### config.mk
export PLATFORM = sky130hd
export DESIGN_NAME = standard_event_status
export DESIGN_NICKNAME = d
export VERILOG_FILES = /design/src/pkg/event_status_pkg.sv /design/src/logic/standard_event_status.sv
export VERILOG_INCLUDE_DIRS = /design/src /design/src/pkg
export SDC_FILE = /design/constraint.sdc
export NUM_CORES = 1
export LEC_CHECK = 0
export BUFFER_PORTS_ARGS = -buffer_cell sky130_fd_sc_hd__buf_4
export CAP_MARGIN = 20
export CORE_MARGIN = 1.5
export CORE_UTILIZATION = 40
export CTS_BUF_LIST = sky130_fd_sc_hd__clkbuf_4 sky130_fd_sc_hd__clkbuf_8
export DETAILED_ROUTE_END_ITERATION = 7
export GPL_TIMING_DRIVEN = 0
export PLACE_DENSITY = 0.81
export SETUP_SLACK_MARGIN = 0.15
export SLEW_MARGIN = 5
export SYNTH_ARGS = -nofsm -noshare
export SYNTH_HDL_FRONTEND = slang
export SYNTH_SLANG_ARGS = --single-unit
### constraint.sdc
create_clock -name sys_clk -period 0.9 [get_ports sys_clk]
set_input_delay 0.09 -clock sys_clk [delete_from_list [all_inputs] [get_ports sys_clk]]
set_output_delay 0.09 -clock sys_clk [all_outputs]
set_load 0.02 [all_outputs]
### src/pkg/event_status_defs.svh
/*
 holds the width, bit positions, masks and reset values of the event status block.
 assumes it is included by bare name from the package and the design.
*/
`ifndef EVENT_STATUS_DEFS_SVH
`define EVENT_STATUS_DEFS_SVH
`define ES_WIDTH 16
`define ES_OP_COMPLETE 0
`define ES_BUS_CONTROL_REQUEST 1
`define ES_QUERY_FAULT 2
`define ES_DEVICE_SPECIFIC_FAULT 3
`define ES_EXECUTION_FAULT 4
`define ES_COMMAND_FAULT 5
`define ES_USER_REQUEST 6
`define ES_POWER_ON_EVENT 7
`define ES_IMPL_MASK 16'h0039
`define ES_ENABLE_RESET 16'h0000
`define ES_STATUS_RESET 16'h0000
`define STB_SUMMARY_BIT 5
`endif

### src/pkg/event_status_pkg.sv
/*
 types of the event status block.
 assumes event_status_defs.svh sits in the include path.
*/
`include "event_status_defs.svh"
package event_status_pkg;
   typedef logic [`ES_WIDTH-1:0] reg16_type;
   typedef enum logic [1:0] {
      EV_NONE,
      EV_DEVICE_FAULT,
      EV_EXEC_FAULT,
      EV_CMD_FAULT
   } event_kind_type;
   typedef enum {
      OPC_IDLE,
      OPC_ARMED
   } opc_state_type;
endpackage

### src/logic/standard_event_status.sv
/*
 standard event status register, its enable mask, completion and wait logic.
 assumes all inputs come from logic on sys_clk; queue entries arrive as
 single-cycle posts; the parser asserts a one-cycle strobe per command.
*/
`timescale 1ns/10ps
`default_nettype none
`include "event_status_defs.svh"
module standard_event_status (
   input wire logic sys_clk,
   input wire logic rst_n,
   input wire logic queuePost,
   input wire event_status_pkg::event_kind_type queueKind,
   input wire logic enableWrite,
   input wire event_status_pkg::reg16_type enableData,
   input wire logic statusRead,
   input wire logic opCompleteCmd,
   input wire logic waitToContinueCmd,
   input wire logic opsPending,
   output var event_status_pkg::reg16_type eventStatus,
   output var event_status_pkg::reg16_type eventStatusEnable,
   output logic eventSummary,
   output logic [7:0] statusByteSummary,
   output logic execStall
);
   import event_status_pkg::*;

   reg16_type status_r;
   reg16_type enable_r;
   reg16_type setBits;
   reg16_type readData_r;
   opc_state_type opcState_r;
   logic waiting_r;
   logic opcDone;

   function automatic reg16_type kindBits(input event_kind_type k);
      reg16_type b;
      b = '0;
      unique case (k)
         EV_NONE: b = '0;
         EV_DEVICE_FAULT: b[`ES_DEVICE_SPECIFIC_FAULT] = 1'b1;
         EV_EXEC_FAULT: b[`ES_EXECUTION_FAULT] = 1'b1;
         EV_CMD_FAULT: b[`ES_COMMAND_FAULT] = 1'b1;
      endcase
      return b;
   endfunction

   // completion waits from the cycle after the command until no operation is pending, then posts once
   always_ff @(posedge sys_clk or negedge rst_n) begin
      if (!rst_n) begin
         opcState_r <= OPC_IDLE;
      end else begin
         unique case (opcState_r)
            OPC_IDLE: if (opCompleteCmd) begin
               opcState_r <= OPC_ARMED;
            end
            OPC_ARMED: if (!opsPending) begin
               opcState_r <= OPC_IDLE;
            end
         endcase
      end
   end
   assign opcDone = (opcState_r == OPC_ARMED) && !opsPending;
   a_opc_needs_cmd: assert property (
      @(posedge sys_clk) disable iff (!rst_n)
      opcState_r == OPC_IDLE |-> !opcDone)
      else $error("completion without command");
   a_opc_once: assert property (
      @(posedge sys_clk) disable iff (!rst_n)
      opcDone |=> opcState_r == OPC_IDLE)
      else $error("completion stayed armed");

   always_comb begin
      setBits = queuePost ? kindBits(queueKind) : '0;
      setBits[`ES_OP_COMPLETE] = opcDone;
   end
   a_queue_only: assert property (
      @(posedge sys_clk) disable iff (!rst_n)
      !queuePost && !opcDone && !statusRead
      |=> status_r == $past(status_r))
      else $error("event set without queue entry");
   a_device_fault: assert property (
      @(posedge sys_clk) disable iff (!rst_n)
      queuePost && queueKind == EV_DEVICE_FAULT
      |=> status_r[`ES_DEVICE_SPECIFIC_FAULT])
      else $error("device fault not logged");
   a_exec_fault: assert property (
      @(posedge sys_clk) disable iff (!rst_n)
      queuePost && queueKind == EV_EXEC_FAULT
      |=> status_r[`ES_EXECUTION_FAULT])
      else $error("execution fault not logged");
   a_cmd_fault: assert property (
      @(posedge sys_clk) disable iff (!rst_n)
      queuePost && queueKind == EV_CMD_FAULT
      |=> status_r[`ES_COMMAND_FAULT])
      else $error("command fault not logged");

   // read clears, new events win over the clear
   always_ff @(posedge sys_clk or negedge rst_n) begin
      if (!rst_n) begin
         status_r <= `ES_STATUS_RESET;
      end else if (statusRead) begin
         status_r <= setBits & `ES_IMPL_MASK;
      end else begin
         status_r <= (status_r | setBits) & `ES_IMPL_MASK;
      end
   end
   a_bus_request_zero: assert property (
      @(posedge sys_clk) disable iff (!rst_n)
      !status_r[`ES_BUS_CONTROL_REQUEST])
      else $error("bus control request bit set");
   a_unprovided_zero: assert property (
      @(posedge sys_clk) disable iff (!rst_n)
      !status_r[`ES_QUERY_FAULT] && !status_r[`ES_USER_REQUEST]
      && !status_r[`ES_POWER_ON_EVENT])
      else $error("unprovided event bit set");

   always_ff @(posedge sys_clk or negedge rst_n) begin
      if (!rst_n) begin
         readData_r <= `ES_STATUS_RESET;
      end else if (statusRead) begin
         readData_r <= status_r;
      end
   end
   assign eventStatus = readData_r;
   a_read_stands: assert property (
      @(posedge sys_clk) disable iff (!rst_n)
      !statusRead |=> $stable(eventStatus))
      else $error("read value changed without read");

   always_ff @(posedge sys_clk or negedge rst_n) begin
      if (!rst_n) begin
         enable_r <= `ES_ENABLE_RESET;
      end else if (enableWrite) begin
         enable_r <= enableData;
      end
   end
   assign eventStatusEnable = enable_r;
   a_mask_load: assert property (
      @(posedge sys_clk) disable iff (!rst_n)
      enableWrite |=> eventStatusEnable == $past(enableData))
      else $error("mask not loaded");
   a_mask_off_quiet: assert property (
      @(posedge sys_clk) disable iff (!rst_n)
      enable_r == `ES_ENABLE_RESET |-> !eventSummary)
      else $error("summary raised with cleared mask");

   assign eventSummary = |(status_r & enable_r);
   always_comb begin
      statusByteSummary = 8'h00;
      statusByteSummary[`STB_SUMMARY_BIT] = eventSummary;
   end
   a_unmasked_quiet: assert property (
      @(posedge sys_clk) disable iff (!rst_n)
      !eventSummary && queuePost && queueKind == EV_CMD_FAULT
      && !enable_r[`ES_COMMAND_FAULT] && !enableWrite && !opcDone
      |=> !eventSummary)
      else $error("unmasked event raised summary");

   // wait stalls later commands until nothing is pending
   always_ff @(posedge sys_clk or negedge rst_n) begin
      if (!rst_n) begin
         waiting_r <= 1'b0;
      end else if (waitToContinueCmd && opsPending) begin
         waiting_r <= 1'b1;
      end else if (!opsPending) begin
         waiting_r <= 1'b0;
      end
   end
   assign execStall = (waiting_r || waitToContinueCmd) && opsPending;
   a_stall_drop: assert property (
      @(posedge sys_clk) disable iff (!rst_n)
      !opsPending |-> !execStall)
      else $error("stall without pending work");
   a_wait_clears: assert property (
      @(posedge sys_clk) disable iff (!rst_n)
      !opsPending |=> !waiting_r)
      else $error("wait state outlived pending work");

   a_summary_mask: assert property (
      @(posedge sys_clk) disable iff (!rst_n)
      eventSummary == |(status_r & enable_r))
      else $error("summary differs from masked status");
   a_exec_to_summary: assert property (
      @(posedge sys_clk) disable iff (!rst_n)
      queuePost && queueKind == EV_EXEC_FAULT && enable_r == 16'h0010
      && !enableWrite |=> eventSummary)
      else $error("exec fault did not raise summary");
   a_read_clears: assert property (
      @(posedge sys_clk) disable iff (!rst_n)
      statusRead |=> status_r == ($past(setBits) & `ES_IMPL_MASK)
      && eventStatus == $past(status_r))
      else $error("read did not return then clear");
   a_reserved_zero: assert property (
      @(posedge sys_clk) disable iff (!rst_n)
      (status_r & ~`ES_IMPL_MASK) == 16'h0000)
      else $error("reserved event bit set");
   a_event_survives: assert property (
      @(posedge sys_clk) disable iff (!rst_n)
      statusRead && queuePost && queueKind == EV_CMD_FAULT
      |=> status_r[`ES_COMMAND_FAULT])
      else $error("event lost on clear");
   a_opc_waits: assert property (
      @(posedge sys_clk) disable iff (!rst_n)
      opsPending && !queuePost |=> !(status_r[`ES_OP_COMPLETE]
      && !$past(status_r[`ES_OP_COMPLETE])))
      else $error("completion posted while pending");
   a_opc_posts: assert property (
      @(posedge sys_clk) disable iff (!rst_n)
      opCompleteCmd && opcState_r == OPC_IDLE ##1 !opsPending && !statusRead
      |=> status_r[`ES_OP_COMPLETE])
      else $error("completion not posted");
   a_wait_stall: assert property (
      @(posedge sys_clk) disable iff (!rst_n)
      waitToContinueCmd && opsPending ##1 opsPending |-> execStall)
      else $error("wait did not stall");
   a_stb_bit: assert property (
      @(posedge sys_clk) disable iff (!rst_n)
      statusByteSummary == {2'b00, eventSummary, 5'b00000})
      else $error("status byte bit wrong");

   c_read_clear: cover property (@(posedge sys_clk) disable iff (!rst_n)
      status_r != 16'h0000 ##1 statusRead);
   c_opc_done: cover property (@(posedge sys_clk) disable iff (!rst_n)
      opCompleteCmd ##[1:20] opcDone);
   c_wait: cover property (@(posedge sys_clk) disable iff (!rst_n)
      execStall ##[1:20] !execStall);
   c_summary: cover property (@(posedge sys_clk) disable iff (!rst_n)
      $rose(eventSummary));
   c_event_survive: cover property (@(posedge sys_clk) disable iff (!rst_n)
      statusRead && queuePost);
endmodule
`default_nettype wire

==> results.md <==
* Layout Utilization at 70.2%
* Reg2reg path depth at 3
* DR vias at roughly 860
* Critical path class: reg2out
* Post-synthesis register bit count at 26
* F_max at 0.743 GHz
* RSZ-0062 raised after global routing: true
* Final Power at approximately 2.9 mW
* I/O pin count at 68
* Hold Path Class: in2reg
* Setup violators final at 28
* Fraction of layout cells with a size suffix above 1 at around 77%
* Die width at between 50 and 60 um
* Placed cell count at 183
* Yosys warning count at 0
* CTS buffer count at 3
* WHS at -0.00624 ns
* Starting Density at 43.0%
* Diodes inserted at 0
* Die footprint at 0.00335 sq mm
* Drt pass-1 iters at 6
* Area delta synth->final at 63.3%
* Layout Cells excl Fill at about 200
* Maximum number of pins on one net before global-route repair at 27
* Detail Route Antenna Nets at 0
* Global placer's final weighted congestion at 0.718
* CP Launch Point: status_r[0]
* # port buffers at 46
* Clock-pin transition on the worst setup and hold timing paths at 0.13 ns
* Antenna violations before repair at 0
* Die H at roughly 58 um
* TritonCTS clock tree: yes
* First-pass GRT wire length at 3970 um
* Synthesized instance count at between 80 and 90
* Commonest non-fill, non-tap cell in the layout: buf_4
* Clock latency on the worst-skew pair at 0.31 ns
* H-Tree Depth at 1
* DP HPWL at 1710 um
* Hold Crit Start: enableData[14]
* Max clock buf depth at 2
* Routed WL at 2450 um
* Setup TNS at -2.92 ns
* Core Area at 0.00281 sq mm
* Maximum ir drop on the vdd rail at 1.28 mV
* CTS root buffer: clkbuf_4
* Vias in the first global route at slightly below 900
* Period utilization at 149%
* Sequential share of the synthesized area at 53.9%
* WL per Instance at 12.3 um
* Failing checks: negative hold slack, negative setup slack
* Setup WS post-layout at -0.445 ns
* Avg Inst Size Synth at 13.7 sq um
* Min cycle time layout at approximately 1.3 ns
* Crit path max fanout at 2
* Site Rows at 19
* CP required at 0.81 ns
* Vias per inst at 4.33
* Final Hold Viols at 6
* Status: complete, but fails checks
* Fin Clk Skew at 0.00525 ns
* Worst r2r src: eventStatusEnable[0]
* Yosys cell types at 16
* Hold-fix buffers at CTS at 4
* CTS sink cnt at 26
* Commonest cells after routing, fill and taps aside: 43 x buf_4, 33 x buf_6, 20 x dfrtp_2, 19 x conb_1, 13 x mux2_4
* Total GRT Usage at 15.7%
* Hold path cells at 2
* PwrDens at 1470 mW/mm^2
* Leakage at 1.00 nW
* Mapped Area at 0.00121 sq mm
* CP startpoint kind: register
* DRC viols at 0
* Fin. max-slew vios at 0
* Critical Path Sink Type: output pin
* Drt initial violations at 18
* Nets at approximately 200
* WP data arrival at 1.26 ns
* Global route overflow at 0
* Max-Cap Viols at 0
area by class of cell:
class	count	area, sq um
fill	205	836
sequential	26	676
timing repair buffer	59	569
multi-input combinational	52	454
buffer	23	190
tap	31	38.8
clock buffer	3	22.5
inverter	5	18.8
routing by layer:
layer / vias up / part of all wire (%) / track usage [%]
li1: 415 / - / -
met3: 2 / 6.9 / 4.69
met5: - / 0 / 0
met4: 0 / 1.1 / 4.98
met1: 405 / 39 / 18.5
met2: 39 / 53 / 27.4
critical path: stages, from the launching register on:
cell,delay (ns)
dfrtp_1,0.43
a22oi_2,0.21
nand2_2,0.08
buf_6,0.12
buf_6,0.12
kinds of logic after synthesis:
group,Yosys count,synth area share [%]
flops,26,53.9
mux,21,22.7
buf+inv,28,17.0
simple gates,4,1.66
other cells,1,0.311
compound gates,8,4.36
cell usage after synthesis:
cell type,n,area share [%]
buf_6,1,0.93
o21ai_0,2,0.83
nand3_1,1,0.41
buf_4,20,12
nand2_1,2,0.62
buf_2,1,0.41
buf_12,1,1.7
inv_1,5,1.6
mux2_4,10,12
a22oi_1,2,1.2
o21a_1,2,1.2
o22ai_1,2,1.0
conb_1,1,0.31
mux2_2,11,10
dfrtp_1,26,54
nand3b_1,1,0.62
power by group:
part / internal [mW] / switching, mW
logic: 0.595 / 0.422
registers: 1.30 / 0.0986
clock network: 0.157 / 0.322
state kept, by name, summed over array words and instances, names as in the netlist:
name / cells
status_r: 4
eventStatusEnable: 16
opcState_r: 1
waiting_r: 1
eventStatus: 4
final timing paths:
check | slack (ns) | end
max in group asynchronous | 0.43 | eventStatus[0]
worst max-delay path | -0.45 | statusByteSummary[5]
worst max register to register | -0.11 | eventStatusEnable[0]
worst min register to register | 0.50 | waiting_r
min in group asynchronous | 0.20 | eventStatusEnable[3]
worst min-delay path | -0.006 | eventStatusEnable[14]
metrics by stage:
stage	instance area [sq um]	setup WS, ns
after floorplan	1320	-0.0876
after global placement	1700	-0.120
after detailed placement	1700	-0.125
after CTS	1920	-0.462
after global routing	1970	-0.520
final	1970	-0.445
what timing repair did:
action,in CTS,in global routing
resized for setup,30,7
endpoints found under the setup margin,44,46
buffers inserted,6,3
pin swaps,3,1
hold endpoints to repair,46,17
Power figures use the tool's default switching activity.
